**config.mk**
```make
export PLATFORM = sky130hd
export DESIGN_NAME = ufc_core
export DESIGN_NICKNAME = d
export VERILOG_FILES = /design/src/pkg/ufc_pkg.sv /design/src/hw/ufc_core.sv
export SDC_FILE = /design/constraint.sdc
export NUM_CORES = 2
export LEC_CHECK = 0
export BUFFER_PORTS_ARGS = -buffer_cell sky130_fd_sc_hd__buf_2
export CAP_MARGIN = 10
export CORE_UTILIZATION = 60
export DETAILED_ROUTE_END_ITERATION = 7
export PLACE_DENSITY = 0.77
export SKIP_LAST_GASP = 1
export SLEW_MARGIN = 5
export SYNTH_ARGS = -nofsm -noshare
export SYNTH_HDL_FRONTEND = slang
export SYNTH_SLANG_ARGS = --single-unit
```
**constraint.sdc**
```tcl
create_clock -name clk_sys -period 10.8 [get_ports clk_sys]
set_input_delay 1.08 -clock clk_sys [delete_from_list [all_inputs] [get_ports clk_sys]]
set_output_delay 1.08 -clock clk_sys [all_outputs]
set_load 0.005 [all_outputs]
```
**src/pkg/ufc_pkg.sv**
```systemverilog
// Constants and carrier types for the UART FIFO and flow-control block
package ufc_pkg;
   // Register offsets on the host port
   localparam logic [2:0] OFS_DATA     = 3'h0;
   localparam logic [2:0] OFS_DIV_LOW  = 3'h0;
   localparam logic [2:0] OFS_DIV_HIGH = 3'h1;
   localparam logic [2:0] OFS_FIFO     = 3'h2;
   localparam logic [2:0] OFS_LINE     = 3'h3;
   localparam logic [2:0] OFS_RES1     = 3'h4;
   localparam logic [2:0] OFS_RES2     = 3'h5;
   localparam logic [2:0] OFS_STOP1    = 3'h6;
   localparam logic [2:0] OFS_STOP2    = 3'h7;
   // Reset values and keys
   localparam logic [7:0] LINE_RESET   = 8'h1d;
   localparam logic [7:0] ENH_KEY      = 8'hbf;
   localparam logic [7:0] ZERO_BYTE    = 8'h00;
   // Field positions
   localparam int FC_EN     = 0;
   localparam int FC_RXRST  = 1;
   localparam int FC_TXRST  = 2;
   localparam int LC_BREAK  = 6;
   localparam int LC_DIVSEL = 7;
   localparam int EF_UNLOCK = 4;
   localparam int EF_SPEC   = 5;
   localparam int EF_ARTS   = 6;
   localparam int EF_ACTS   = 7;
   // FIFO sizing and trigger levels
   localparam logic [6:0] DEPTH_ON  = 7'h40;
   localparam logic [6:0] DEPTH_OFF = 7'h01;
   localparam logic [6:0] LVL_8     = 7'h08;
   localparam logic [6:0] LVL_16    = 7'h10;
   localparam logic [6:0] LVL_32    = 7'h20;
   localparam logic [6:0] LVL_56    = 7'h38;
   localparam logic [6:0] LVL_60    = 7'h3c;
   // Flow-select codes
   localparam logic [1:0] FS_NONE   = 2'h0;
   localparam logic [1:0] FS_SECOND = 2'h1;
   localparam logic [1:0] FS_FIRST  = 2'h2;
   localparam logic [1:0] FS_BOTH   = 2'h3;

   // Received character from the receive shift register
   typedef struct packed {
      logic       valid;
      logic [7:0] data;
   } ufc_char_t;
endpackage

```
**src/hw/ufc_core.sv**
```systemverilog
// UART FIFO control, enhanced features, divisor latch and break logic
//
// How it works
// RULE1 - Receive threshold code 00/01/10/11 selects 8/16/56/60 characters.
// RULE2 - Transmit threshold code 00/01/10/11 selects 8/16/32/56 free spaces.
// RULE3 - Transmit FIFO reset empties FIFO, keeps shift register, then self-clears.
// RULE4 - Receive FIFO reset empties FIFO, keeps shift register, then self-clears.
// RULE5 - FIFO disabled: one character each way, other bits ignored, trigger one.
// RULE6 - FIFO enabled: both FIFOs hold up to 64 characters.
// RULE7 - Transmit threshold changes only while the unlock bit is set.
// RULE8 - FIFO control is reached at offset 2 only with divisor select clear.
// RULE9 - Enhanced feature register at offset 2 when line control is BF, select low.
// RULE10 - Enhanced bit 7 enables automatic CTS transmit gating.
// RULE11 - Enhanced bit 6 enables automatic RTS driven by receive level.
// RULE12 - Special match without stop compare is stored and raises special flag.
// RULE13 - Special match with stop compare acts as flow control, not stored.
// RULE14 - Unlock bit gates enhanced writes and permits sleep mode.
// RULE15 - Upper flow-select bits choose which stop/resume pairs transmit.
// RULE16 - Lower flow-select bits choose which pair the receiver compares.
// RULE17 - Codes 1011 and 0111 accept either resume and either stop character.
// RULE18 - Codes 1111 and 0011 require both characters in sequence.
// RULE19 - Line control bit 7 maps low offsets onto the divisor latch.
// RULE20 - Line control bit 6 forces the transmit pin low for break.
// RULE21 - Line control resets to 1D.
// RULE22 - Divisor high byte reached only with select set and not BF; the code also reaches it at BF while specialFuncSel is high.
// RULE23 - Stop-caused flag clears on resume; special-caused flag clears on read.
// RULE24 - Triggers assert when occupancy or free space reaches the level.
// RULE25 - FIFO reset bits self-clear one cycle after the write.
module ufc_core
   import ufc_pkg::*;
(
   // Clock and reset
   input  wire logic       clk_sys,
   input  wire logic       rst,
   // Host register port
   input  wire logic [2:0] hostAddr,
   input  wire logic       hostWr,
   input  wire logic       hostRd,
   input  wire logic [7:0] hostWrData,
   output      logic [7:0] hostRdData,
   input  wire logic       specialFuncSel,
   // Receive shift register side
   input  wire ufc_char_t  rxIn,
   // Transmit shift register side
   output      logic       txValid,
   output      logic [7:0] txByte,
   input  wire logic       txTake,
   input  wire logic       txLineIn,
   // Pins
   output      logic       txPin,
   output      logic       rtsN,
   input  wire logic       ctsN,
   // Status and configuration out
   output      logic       rxTrigger,
   output      logic       txTrigger,
   output      logic [15:0] divisor,
   output      logic [1:0] txFlowSelect,
   output      logic       sleepAllowed
);

   typedef struct packed {
      logic [7:0]       lineCtl;
      logic [7:0]       enhCtl;
      logic             fifoEn;
      logic [1:0]       rxThr;
      logic [1:0]       txThr;
      logic [1:0]       rstPend;
      logic [7:0]       divLow;
      logic [7:0]       divHigh;
      logic [3:0][7:0]  flowChar;
      logic [63:0][7:0] rxMem;
      logic [63:0][7:0] txMem;
      logic [5:0]       rxWr;
      logic [5:0]       rxRd;
      logic [6:0]       rxCnt;
      logic [5:0]       txWr;
      logic [5:0]       txRd;
      logic [6:0]       txCnt;
      logic             swHalt;
      logic             seqStop;
      logic             seqRes;
      logic             flagStop;
      logic             flagSpec;
      logic [1:0]       ctsSync;
      logic [7:0]       rdData;
      logic             txValid;
      logic [7:0]       txByte;
      logic             txPin;
      logic             rtsN;
      logic             rxTrig;
      logic             txTrig;
   } ufc_state_t;

   ufc_state_t state_reg;
   ufc_state_t state_next;
   logic       specStore;
   logic       flowHit;
   logic       enhBank;

   // Receive trigger level; one character while FIFOs are off
   function automatic logic [6:0] rxLevel(input logic [1:0] code, input logic en);
      logic [6:0] lvl;
      case (code)
         2'h0:    lvl = LVL_8;
         2'h1:    lvl = LVL_16;
         2'h2:    lvl = LVL_56;
         default: lvl = LVL_60;
      endcase
      return en ? lvl : DEPTH_OFF;
   endfunction

   // Transmit trigger level in free spaces
   function automatic logic [6:0] txLevel(input logic [1:0] code, input logic en);
      logic [6:0] lvl;
      case (code)
         2'h0:    lvl = LVL_8;
         2'h1:    lvl = LVL_16;
         2'h2:    lvl = LVL_32;
         default: lvl = LVL_56;
      endcase
      return en ? lvl : DEPTH_OFF;
   endfunction

   // Next-state logic
   always_comb begin
      logic [7:0] b;
      logic [6:0] cap;
      logic       either;
      logic       seqMode;
      logic       cmpStop2;
      logic       isS1;
      logic       isS2;
      logic       isR1;
      logic       isR2;
      logic       stopDone;
      logic       resDone;
      logic       consumed;
      logic       rxPush;
      logic       rxPop;
      logic       txPush;
      logic       txPop;
      b         = rxIn.data;
      state_next = state_reg;
      specStore = 1'b0;
      flowHit   = 1'b0;
      stopDone  = 1'b0;
      resDone   = 1'b0;
      consumed  = 1'b0;
      rxPush    = 1'b0;
      rxPop     = 1'b0;
      txPush    = 1'b0;
      txPop     = 1'b0;
      // RULE5 RULE6 capacity by mode
      cap       = state_reg.fifoEn ? DEPTH_ON : DEPTH_OFF;
      // RULE9 enhanced bank key
      enhBank   = (state_reg.lineCtl == ENH_KEY) && !specialFuncSel;
      state_next.ctsSync = {state_reg.ctsSync[0], ctsN};
      state_next.rstPend = 2'h0;

      // RULE17 RULE18 receive comparison style
      either   = (state_reg.enhCtl[1:0] == FS_BOTH) &&
                 (state_reg.enhCtl[3:2] == FS_FIRST || state_reg.enhCtl[3:2] == FS_SECOND);
      seqMode  = (state_reg.enhCtl[1:0] == FS_BOTH) && !either;
      cmpStop2 = state_reg.enhCtl[1:0] == FS_SECOND || state_reg.enhCtl[1:0] == FS_BOTH;
      isR1     = b == state_reg.flowChar[0];
      isR2     = b == state_reg.flowChar[1];
      isS1     = b == state_reg.flowChar[2];
      isS2     = b == state_reg.flowChar[3];

      // Host register writes
      if (hostWr) begin
         if (enhBank) begin
            case (hostAddr)
               // RULE9 enhanced feature register
               OFS_FIFO:  state_next.enhCtl = hostWrData;
               OFS_LINE:  state_next.lineCtl = hostWrData;
               OFS_RES1:  state_next.flowChar[0] = hostWrData;
               OFS_RES2:  state_next.flowChar[1] = hostWrData;
               OFS_STOP1: state_next.flowChar[2] = hostWrData;
               OFS_STOP2: state_next.flowChar[3] = hostWrData;
               default:   ;
            endcase
         end else if (state_reg.lineCtl[LC_DIVSEL]) begin
            // RULE19 RULE22 divisor latch on low offsets
            case (hostAddr)
               OFS_DIV_LOW:  state_next.divLow = hostWrData;
               OFS_DIV_HIGH: state_next.divHigh = hostWrData;
               OFS_LINE:     state_next.lineCtl = hostWrData;
               default:      ;
            endcase
         end else begin
            case (hostAddr)
               OFS_DATA: txPush = state_reg.txCnt < cap;
               // RULE8 fifo control write
               OFS_FIFO: begin
                  state_next.fifoEn = hostWrData[FC_EN];
                  // RULE5 other bits ignored when disabled
                  if (hostWrData[FC_EN]) begin
                     state_next.rxThr   = hostWrData[7:6];
                     state_next.rstPend = hostWrData[FC_TXRST:FC_RXRST];
                     // RULE7 RULE14 unlock gates the transmit threshold
                     if (state_reg.enhCtl[EF_UNLOCK]) begin
                        state_next.txThr = hostWrData[5:4];
                     end
                  end
               end
               OFS_LINE: state_next.lineCtl = hostWrData;
               default:  ;
            endcase
         end
      end

      // Host reads: data pops the receive FIFO, identification clears special flag
      state_next.rdData = ZERO_BYTE;
      if (hostRd) begin
         if (enhBank) begin
            case (hostAddr)
               OFS_FIFO:  state_next.rdData = state_reg.enhCtl;
               OFS_LINE:  state_next.rdData = state_reg.lineCtl;
               OFS_RES1:  state_next.rdData = state_reg.flowChar[0];
               OFS_RES2:  state_next.rdData = state_reg.flowChar[1];
               OFS_STOP1: state_next.rdData = state_reg.flowChar[2];
               OFS_STOP2: state_next.rdData = state_reg.flowChar[3];
               default:   ;
            endcase
         end else if (state_reg.lineCtl[LC_DIVSEL]) begin
            case (hostAddr)
               OFS_DIV_LOW:  state_next.rdData = state_reg.divLow;
               OFS_DIV_HIGH: state_next.rdData = state_reg.divHigh;
               OFS_LINE:     state_next.rdData = state_reg.lineCtl;
               default:      ;
            endcase
         end else begin
            case (hostAddr)
               OFS_DATA: begin
                  rxPop = state_reg.rxCnt != 7'h00;
                  state_next.rdData = state_reg.rxMem[state_reg.rxRd];
               end
               OFS_FIFO: begin
                  state_next.rdData = {state_reg.fifoEn, state_reg.fifoEn, 1'b0,
                     state_reg.flagStop | state_reg.flagSpec, 3'h0,
                     !(state_reg.flagStop | state_reg.flagSpec)};
                  // RULE23 read clears special-caused flag
                  state_next.flagSpec = 1'b0;
               end
               OFS_LINE: state_next.rdData = state_reg.lineCtl;
               default:  ;
            endcase
         end
      end

      // Received character: flow control comparison and special detection
      if (rxIn.valid) begin
         case (state_reg.enhCtl[1:0])
            // RULE16 single-pair comparison
            FS_FIRST: begin
               stopDone = isS1;
               resDone  = isR1;
            end
            FS_SECOND: begin
               stopDone = isS2;
               resDone  = isR2;
            end
            FS_BOTH: begin
               if (either) begin
                  // RULE17 either character counts
                  stopDone = isS1 | isS2;
                  resDone  = isR1 | isR2;
               end else begin
                  // RULE18 both characters in sequence
                  stopDone = state_reg.seqStop && isS2;
                  resDone  = state_reg.seqRes && isR2;
                  state_next.seqStop = isS1;
                  state_next.seqRes  = isR1;
                  consumed = isS1 | isR1;
               end
            end
            default: ;
         endcase
         consumed = consumed | stopDone | resDone;
         flowHit  = consumed;
         if (stopDone) begin
            state_next.swHalt   = 1'b1;
            state_next.flagStop = 1'b1;
         end
         if (resDone) begin
            state_next.swHalt = 1'b0;
            // RULE23 resume clears stop-caused flag
            state_next.flagStop = 1'b0;
         end
         if (state_reg.enhCtl[EF_SPEC] && isS2) begin
            if (cmpStop2 && consumed) begin
               // RULE13 flow action plus both interrupts
               state_next.flagStop = !resDone;
               state_next.flagSpec = 1'b1;
            end else begin
               // RULE12 stored with special flag
               specStore = 1'b1;
               state_next.flagSpec = 1'b1;
            end
         end
         rxPush = !consumed && (state_reg.rxCnt - {6'h0, rxPop}) < cap;
      end
      if (seqMode == 1'b0 && state_reg.enhCtl[1:0] != FS_BOTH) begin
         state_next.seqStop = 1'b0;
         state_next.seqRes  = 1'b0;
      end

      // Transmit pop by the shift register
      txPop = txTake && state_reg.txValid && state_reg.txCnt != 7'h00;

      // Receive FIFO storage
      if (rxPush) begin
         state_next.rxMem[state_reg.rxWr] = b;
         state_next.rxWr = state_reg.rxWr + 6'h1;
      end
      if (rxPop) begin
         state_next.rxRd = state_reg.rxRd + 6'h1;
      end
      state_next.rxCnt = state_reg.rxCnt + {6'h0, rxPush} - {6'h0, rxPop};
      // Transmit FIFO storage
      if (txPush) begin
         state_next.txMem[state_reg.txWr] = hostWrData;
         state_next.txWr = state_reg.txWr + 6'h1;
      end
      if (txPop) begin
         state_next.txRd = state_reg.txRd + 6'h1;
      end
      state_next.txCnt = state_reg.txCnt + {6'h0, txPush} - {6'h0, txPop};

      // RULE4 RULE25 receive reset wins over traffic, shift register untouched
      if (state_reg.rstPend[0]) begin
         state_next.rxWr  = 6'h0;
         state_next.rxRd  = 6'h0;
         state_next.rxCnt = 7'h00;
      end
      // RULE3 RULE25 transmit reset wins over traffic
      if (state_reg.rstPend[1]) begin
         state_next.txWr  = 6'h0;
         state_next.txRd  = 6'h0;
         state_next.txCnt = 7'h00;
      end

      // RULE10 automatic CTS gating of the transmitter
      state_next.txValid = state_next.txCnt != 7'h00 && !state_next.swHalt &&
                           !(state_reg.enhCtl[EF_ACTS] && state_reg.ctsSync[1]);
      state_next.txByte  = state_next.txMem[state_next.txRd];
      // RULE20 break forces the pin low
      state_next.txPin   = state_reg.lineCtl[LC_BREAK] ? 1'b0 : txLineIn;
      // RULE11 automatic RTS from receive level
      state_next.rtsN    = state_reg.enhCtl[EF_ARTS] &&
                           state_reg.rxCnt >= rxLevel(state_reg.rxThr, state_reg.fifoEn);
      // RULE1 RULE2 RULE24 trigger flags
      state_next.rxTrig  = state_reg.rxCnt >= rxLevel(state_reg.rxThr, state_reg.fifoEn);
      state_next.txTrig  = (cap - state_reg.txCnt) >=
                           txLevel(state_reg.txThr, state_reg.fifoEn);
   end

   // State register with synchronous reset
   always_ff @(posedge clk_sys) begin
      if (rst) begin
         state_reg <= '0;
         // RULE21 line control reset value
         state_reg.lineCtl <= LINE_RESET;
         state_reg.txPin   <= 1'b1;
      end else begin
         state_reg <= state_next;
      end
   end

   // Outputs straight from the state register
   assign hostRdData   = state_reg.rdData;
   assign txValid      = state_reg.txValid;
   assign txByte       = state_reg.txByte;
   assign txPin        = state_reg.txPin;
   assign rtsN         = state_reg.rtsN;
   assign rxTrigger    = state_reg.rxTrig;
   assign txTrigger    = state_reg.txTrig;
   assign divisor      = {state_reg.divHigh, state_reg.divLow};
   // RULE15 transmit flow-pair selection
   assign txFlowSelect = state_reg.enhCtl[3:2];
   // RULE14 sleep permitted by unlock bit
   assign sleepAllowed = state_reg.enhCtl[EF_UNLOCK];

   // Checks
   chk_line_reset: assert property (@(posedge clk_sys) rst |=> state_reg.lineCtl == LINE_RESET)
      else $error("line control reset value wrong"); // RULE21
   chk_break_pin: assert property (@(posedge clk_sys) disable iff (rst)
      state_reg.lineCtl[LC_BREAK] |=> !txPin)
      else $error("break did not force pin low"); // RULE20
   chk_txrst_empty: assert property (@(posedge clk_sys) disable iff (rst)
      hostWr && !enhBank && !state_reg.lineCtl[LC_DIVSEL] && hostAddr == OFS_FIFO &&
      hostWrData[FC_EN] && hostWrData[FC_TXRST] |=> ##1 state_reg.txCnt == 7'h00)
      else $error("transmit FIFO not emptied"); // RULE3
   chk_rxrst_empty: assert property (@(posedge clk_sys) disable iff (rst)
      hostWr && !enhBank && !state_reg.lineCtl[LC_DIVSEL] && hostAddr == OFS_FIFO &&
      hostWrData[FC_EN] && hostWrData[FC_RXRST] |=> ##1 state_reg.rxCnt == 7'h00)
      else $error("receive FIFO not emptied"); // RULE4
   chk_single_depth: assert property (@(posedge clk_sys) disable iff (rst)
      !state_reg.fifoEn && state_reg.rxCnt <= DEPTH_OFF |=> state_reg.rxCnt <= DEPTH_OFF)
      else $error("non-FIFO mode held more than one"); // RULE5
   chk_full_depth: assert property (@(posedge clk_sys) disable iff (rst)
      state_reg.rxCnt <= DEPTH_ON && state_reg.txCnt <= DEPTH_ON)
      else $error("FIFO count above 64"); // RULE6
   chk_txthr_lock: assert property (@(posedge clk_sys) disable iff (rst)
      !state_reg.enhCtl[EF_UNLOCK] |=> $stable(state_reg.txThr))
      else $error("transmit threshold changed while locked"); // RULE7
   chk_cts_gate: assert property (@(posedge clk_sys) disable iff (rst)
      state_reg.enhCtl[EF_ACTS] && state_reg.ctsSync[1] |=> !txValid)
      else $error("transmit not halted by CTS"); // RULE10
   chk_rts_level: assert property (@(posedge clk_sys) disable iff (rst)
      state_reg.enhCtl[EF_ARTS] && state_reg.rxCnt >= rxLevel(state_reg.rxThr,
      state_reg.fifoEn) |=> rtsN)
      else $error("RTS not deasserted at level"); // RULE11
   chk_special_store: assert property (@(posedge clk_sys) disable iff (rst)
      specStore && !state_reg.rstPend[0] && state_reg.rxCnt < DEPTH_OFF |=>
      state_reg.flagSpec && state_reg.rxCnt == $past(state_reg.rxCnt) + 7'h1)
      else $error("special character not stored"); // RULE12
   chk_flow_nostore: assert property (@(posedge clk_sys) disable iff (rst)
      flowHit && !hostRd && !state_reg.rstPend[0] |=> $stable(state_reg.rxCnt))
      else $error("flow character entered FIFO"); // RULE13
   cov_rx_trigger: cover property (@(posedge clk_sys) disable iff (rst) rxTrigger);
   cov_sw_halt: cover property (@(posedge clk_sys) disable iff (rst) state_reg.swHalt);
   cov_special: cover property (@(posedge clk_sys) disable iff (rst) specStore);
endmodule

```
After elaboration in Yosys (flattened, before gate mapping):

Cells that the tools add are included.

* bitwise logic cells: 14
* equal/unequal tests: 23
* divide/modulo/power cells: 0
* multiplexer cells: 60
* reductions and logical operators: 50
* add/sub/neg operators: 10
* magnitude comparators: 10
* shifts and indexed selects: 0
* multipliers: 0

Operators with widths (number)
* bitwise mux 512 bit: 2
* 2-to-1 mux 512 bit: 1
* binary-select mux 8 bit (select 6 bit): 2
* demux 8 bit (select 6 bit): 2
* 2-to-1 mux 8 bit: 11
* case mux 8 bit (3 select lines): 2
* case mux 8 bit (6 select lines): 1
* case mux 6 bit (3 select lines): 2
* equality test 8 bit: 4
* < comparator 6 x 7 -> 1 bit, second input constant: 4
* 2-to-1 mux 1 bit: 26
* adder 6 x 1 -> 6 bit, second input constant: 4
* 2-to-1 mux 7 bit: 3
* nonzero test 7 bit: 3
* subtractor 7 x 1 -> 7 bit: 3
* AND reduction 3 bit: 6
* logical AND 1 bit: 17
* adder 7 x 1 -> 7 bit: 2
* >= comparator 7 bit: 2
* < comparator 7 bit: 2
* 2-to-1 mux 13 bit: 1
* equality test 3 bit, second input constant: 4
* >= comparator 6 x 1 -> 1 bit, second input constant: 2
* AND reduction 4 bit: 3
* other kinds (23): 58

* bits in latches: 0
* input bits: 28
* word-level logic and storage cells: 327
* register bits after elaboration: 1161
* memories: 0
* memory bits (writable): 0
* bits in read-only memories: 0
* output and inout port bits: 40

Depth between registers and ports, before layout:

* depth after elaboration: 15
* mapped depth: 27
* gate-level depth less buffers: 26

Worst setup path before layout:

No wires, ideal clock.

* path kind: input port to flip-flop
* start: input port hostAddr[2]
* end: register state_reg[53] in the netlist's numbering
* buffers on the path: 1
* arrival time: 5181 ps
* stages: 26
* slack: 5491 ps
* library setup time: 127 ps
* data required time: 10673 ps
* cell sequence: nor2_4 nand3_1 a211oi_1 ha_1 ha_1 nand2_1 nand2_1 nand2_1 xnor2_1 ha_1 a2111oi_0 and4_1 buf_4 inv_4 ha_1 inv_1 ha_1 fa_1 a21oi_1 nor2_1 nor2_1 nor2_1 nor2_1 o21bai_1 xnor2_1 nor2_1

* cells in the longest elaborated chain, start to end: 11

Ends and longest elaborated chain
* start: declaration: RTL line ufc_core.sv:36 `input wire logic [2:0] hostAddr,`
* logical NOT 3 bit (*): RTL line ufc_core.sv:234 `case (hostAddr)`
* 2-to-1 mux 1 bit (*): RTL line ufc_core.sv:234
* 2-to-1 mux 1 bit (*): RTL line ufc_core.sv:226 `end else if (state_reg.lineCtl[LC_DIVSEL]) begin`
* 2-to-1 mux 1 bit (*): RTL line ufc_core.sv:216 `if (enhBank) begin`
* 2-to-1 mux 1 bit (*): RTL line ufc_core.sv:215 `if (hostRd) begin`
* subtractor 7 x 1 -> 7 bit: RTL line ufc_core.sv:302 `rxPush = !consumed && (state_reg.rxCnt - {6'h0, rxPop}) < cap;`
* < comparator 7 bit: RTL line ufc_core.sv:302
* logical AND 1 bit: RTL line ufc_core.sv:302
* 2-to-1 mux 1 bit: RTL line ufc_core.sv:253 `if (rxIn.valid) begin`
* adder 7 x 1 -> 7 bit: RTL line ufc_core.sv:320 `state_next.rxCnt = state_reg.rxCnt + {6'h0, rxPush} - {6'h0, rxPop};`
* subtractor 7 x 1 -> 7 bit (*): RTL line ufc_core.sv:320
* end signal: assignment: RTL line ufc_core.sv:367 `state_reg <= state_next;`
* end: declaration: RTL line ufc_core.sv:94 `ufc_state_t state_reg;`

Every way passes the cells marked *; elsewhere a longest branch is shown, timed or not.
A chain may end at the register's enable or synchronous reset.

Worst setup path in the final report:

* start: register state_reg[1144] in the netlist's numbering
* end: register state_reg (netlist bit txValid)

* cells in the longest elaborated chain, start to end: 12

Ends and longest elaborated chain
* 2-to-1 mux 7 bit: RTL line ufc_core.sv:154 `cap = state_reg.fifoEn ? DEPTH_ON : DEPTH_OFF;`
* < comparator 7 bit: RTL line ufc_core.sv:193 `OFS_DATA: txPush = state_reg.txCnt < cap;`
* 2-to-1 mux 1 bit: RTL line ufc_core.sv:192 `case (hostAddr)`
* 2-to-1 mux 1 bit: RTL line ufc_core.sv:183 `end else if (state_reg.lineCtl[LC_DIVSEL]) begin`
* 2-to-1 mux 1 bit: RTL line ufc_core.sv:172 `if (enhBank) begin`
* 2-to-1 mux 1 bit: RTL line ufc_core.sv:171 `if (hostWr) begin`
* adder 7 x 1 -> 7 bit: RTL line ufc_core.sv:329 `state_next.txCnt = state_reg.txCnt + {6'h0, txPush} - {6'h0, txPop};`
* subtractor 7 x 1 -> 7 bit: RTL line ufc_core.sv:329
* 2-to-1 mux 13 bit: RTL line ufc_core.sv:338 `if (state_reg.rstPend[1]) begin`
* nonzero test 7 bit: RTL line ufc_core.sv:345 `state_next.txValid = state_next.txCnt != 7'h00 && !state_next.swHalt &&`
* logical AND 1 bit (2 in series): RTL line ufc_core.sv:345

Every way passes these cells.

==> impl_metrics.ini <==
[route]
avgViaCountPerCell = 6.78
drc = 8
postRouteAntennaNets = 0
wl_per_cell_um = 24.4
dr.pass1.iters = 8
finalWirelength_mm = 195
vias = 54000
first_iter_violations = 8057

[setup_path]
crit_path_start_kind = register
r2r-start = state_reg[1144]
arrival_ns = 6.89
critPathKind = register to register
critPathRequiredTime_ns = 11.43
crit_fanout = 41
r2r.worst_path.cells = 21
end_kind = register
r2r_slack_ns = 4.53
reg2reg_to = txValid

[grt]
grt_pass1_vias = 49900
grt_overflow = 0
antenna_found_initial = 5
track_usage_pct = 38.8
grt_start_max_net_pins = 136
grt_pass1_wl_mm = 298

[clocking]
cts_tree = done
clk_pin_slew_ns = 0.07
h-tree-depth = 3
cts_root_buf = clkbuf_16
clock_path_buffers = 3
cts_buffers = 115
post_cts_buffers = 0
post_cts_resized = 0
clock_latency_ns = 0.76
ctsHoldBuffers = 0
numClockSinks = 1161

[placed_design]
routabilityCongestion = 1.02
dpl-instance-area_mm2 = 0.0574
port_buffers = 67
dpl.hpwl_mm = 120

[synth]
ys.flop_type = dfxtp_1
synthTopCellsByArea = dfxtp_1, nand2_1, a21oi_1, mux4_2, mux2i_1
avgSynthCellArea_um2 = 8.23
synth.most_common_cell = nand2_1
syn_area_mm2 = 0.0572
synthCells = 6949
synth_top_area_share_pct = 40.7
yosysWarnings = 0
async_reset_ff_share_pct = 0
synth_nets = 7025
ys_ff_latch = 1161
synth_edf_count = 0
yosysTopAreaCell = dfxtp_1
yosysUniqueCellTypes = 106
synth_commonest_cells = nand2_1, dfxtp_1, a21oi_1
ys_seq_area_share_pct = 40.7

[worst_hold_path]
hold_class = register to register
min_to = state_reg[120]
hp-start = state_reg[120]
holdPathStages = 2

[sta]
tightest_slew_ns = 1.24
rsz0062_at_grt = no
tns_ns = 0
hold_violations = 0
fin_skew_ns = 0.0315
max_slew_margin_pct = 15.1
setup_viol = 0
finalMaxSlewViolations = 0
min_period_ns = 6.27
fin_crit_sh_pct = 58.0
timing.fmax_mhz = 160

[floorplanning]
pin_count = 68
chipWidth_um = 311
fp-row-count = 112
fp.dieArea_mm2 = 0.0965
core_mm2 = 0.0939
initial_core_util_pct = 60.9
fp.dieH_um = 311

[layout]
nFillCells = 7735
final_nets = 6683
fin_area_mm2 = 0.0614
final_core_util_pct = 65.4
largest_reg_flops = 1119
drive_above_1_share_pct = 10.7
syn2layout_area_growth_pct = 7.38

[pwr]
switching_share_pct = 32.4
seq_power_share_pct = 40.0
vdd_drop_max_mv = 0.194
pwr-share-comb_pct = 21.4
switching_power_w = 0.00357
p_clk_share_pct = 38.7
power_density_mw_per_mm2 = 179
p_int_w = 0.00744
p_leak_nw = 19.8

[flow_run]
maxCapViolCount = 0

[run_status]
status = finished, violations left
violations = design-rule violations
==> layout make-up <==
type | instances | area (um2) | share of cell area (%)
Clock buffer | 170 | 3370 | 5.50
Sequential cell | 1161 | 23300 | 37.9
Multi-Input combinational cell | 5085 | 31000 | 50.5
Timing Repair Buffer | 192 | 1320 | 2.14
Tap cell | 1254 | 1570 | 2.56
Inverter | 52 | 198 | 0.322
Clock inverter | 43 | 646 | 1.05
Antenna cell | 4 | 10.0 | 0.0163
==> kinds of logic after synthesis <==
group / count (synthesis) / share of synthesized area [%]
compound gates: 1667 / 17.5
xor+xnor: 67 / 1.05
fa+ha+maj: 48 / 1.08
buf+inv: 703 / 5.35
flops: 1161 / 40.7
mux: 457 / 11.8
simple gates: 2846 / 22.6
==> worst max-delay path, cell delays in order, from the launching register on <==
cell and delay [ns]:
dfxtp_1 0.66, inv_1 0.30, ha_1 0.38, nand2b_1 0.22, o2111ai_4 0.63, buf_4 0.74, nor2_4 0.29, inv_2 0.50
ha_1 0.34, inv_1 0.06, ha_1 0.17, inv_1 0.06, fa_1 0.42, o21bai_1 0.15, a21oi_1 0.11, nor2_1 0.10
nor2_1 0.06, nor2_1 0.11, nor2_1 0.06, xnor2_1 0.21, a41oi_1 0.25, and3_1 0.25
==> metal layers <==
metal | global-route usage (%) | vias to the layer above | share of wire (%)
li1 | - | 23900 | -
met1 | 49.9 | 25500 | 37
met2 | 58.0 | 3646 | 43
met3 | 8.76 | 877 | 12
met4 | 27.1 | 2 | 7.8
met5 | 0 | - | 0.0067
==> through the flow <==
stage | cells | hold WS [ns] | power (W) | setup WS [ns]
floorplan | 6949 | 0.414 | 0.00613 | 5.49
global placement | 7744 | 0.434 | 0.00671 | 4.37
detailed placement | 7744 | 0.441 | 0.00673 | 4.11
CTS | 7957 | 0.450 | 0.0109 | 4.76
global route | 7958 | 0.465 | 0.0113 | 4.38
finish | 7961 | 0.451 | 0.0110 | 4.53
==> power by group through the flow <==
| stage | sequential (W) | clock (W) | combinational [W] |
|---|---|---|---|
| final | 0.00440 | 0.00426 | 0.00235 |
| after global routing | 0.00441 | 0.00444 | 0.00247 |
| after CTS | 0.00440 | 0.00427 | 0.00225 |
| after detailed placement | 0.00449 | 0 | 0.00223 |
| after global placement | 0.00449 | 0 | 0.00221 |
| after floorplan | 0.00446 | 0 | 0.00167 |
==> layout by cell type, fill, tap and decap left out, drive strengths merged, types with 21 or more instances in the layout <==
cell / synthesis / layout
inv: 52 / 57
o221ai: 43 / 43
o2111ai: 25 / 25
nand3: 369 / 369
mux4: 171 / 171
nor4: 90 / 90
a21oi: 987 / 987
o22ai: 64 / 64
clkinv: 0 / 21
a211oi: 30 / 30
mux2i: 267 / 267
o21ai: 185 / 185
nand2: 1552 / 1552
nor3: 86 / 86
dfxtp: 1161 / 1161
or3: 32 / 32
and3: 23 / 23
nand4: 96 / 96
a22oi: 24 / 24
o211ai: 30 / 30
a31oi: 32 / 32
nor2: 509 / 509
buf: 233 / 192
clkbuf: 418 / 170
a221oi: 37 / 37
a221o: 30 / 30
ha: 46 / 46
xnor2: 55 / 55
==> worst max path at each step <==
| stage | startpoint | slack, ns | endpoint |
|---|---|---|---|
| after detailed placement | hostAddr[0] | 4.11 | state_reg[643] |
| after global placement | hostAddr[0] | 4.37 | state_reg[645] |
| after CTS | state_reg[1144] | 4.76 | txValid |
| after global routing | state_reg[1144] | 4.38 | txValid |
| final | state_reg[1144] | 4.53 | txValid |
| after floorplan | hostAddr[2] | 5.49 | state_reg[53] |
Note: power is estimated with default switching activity, not from simulation.
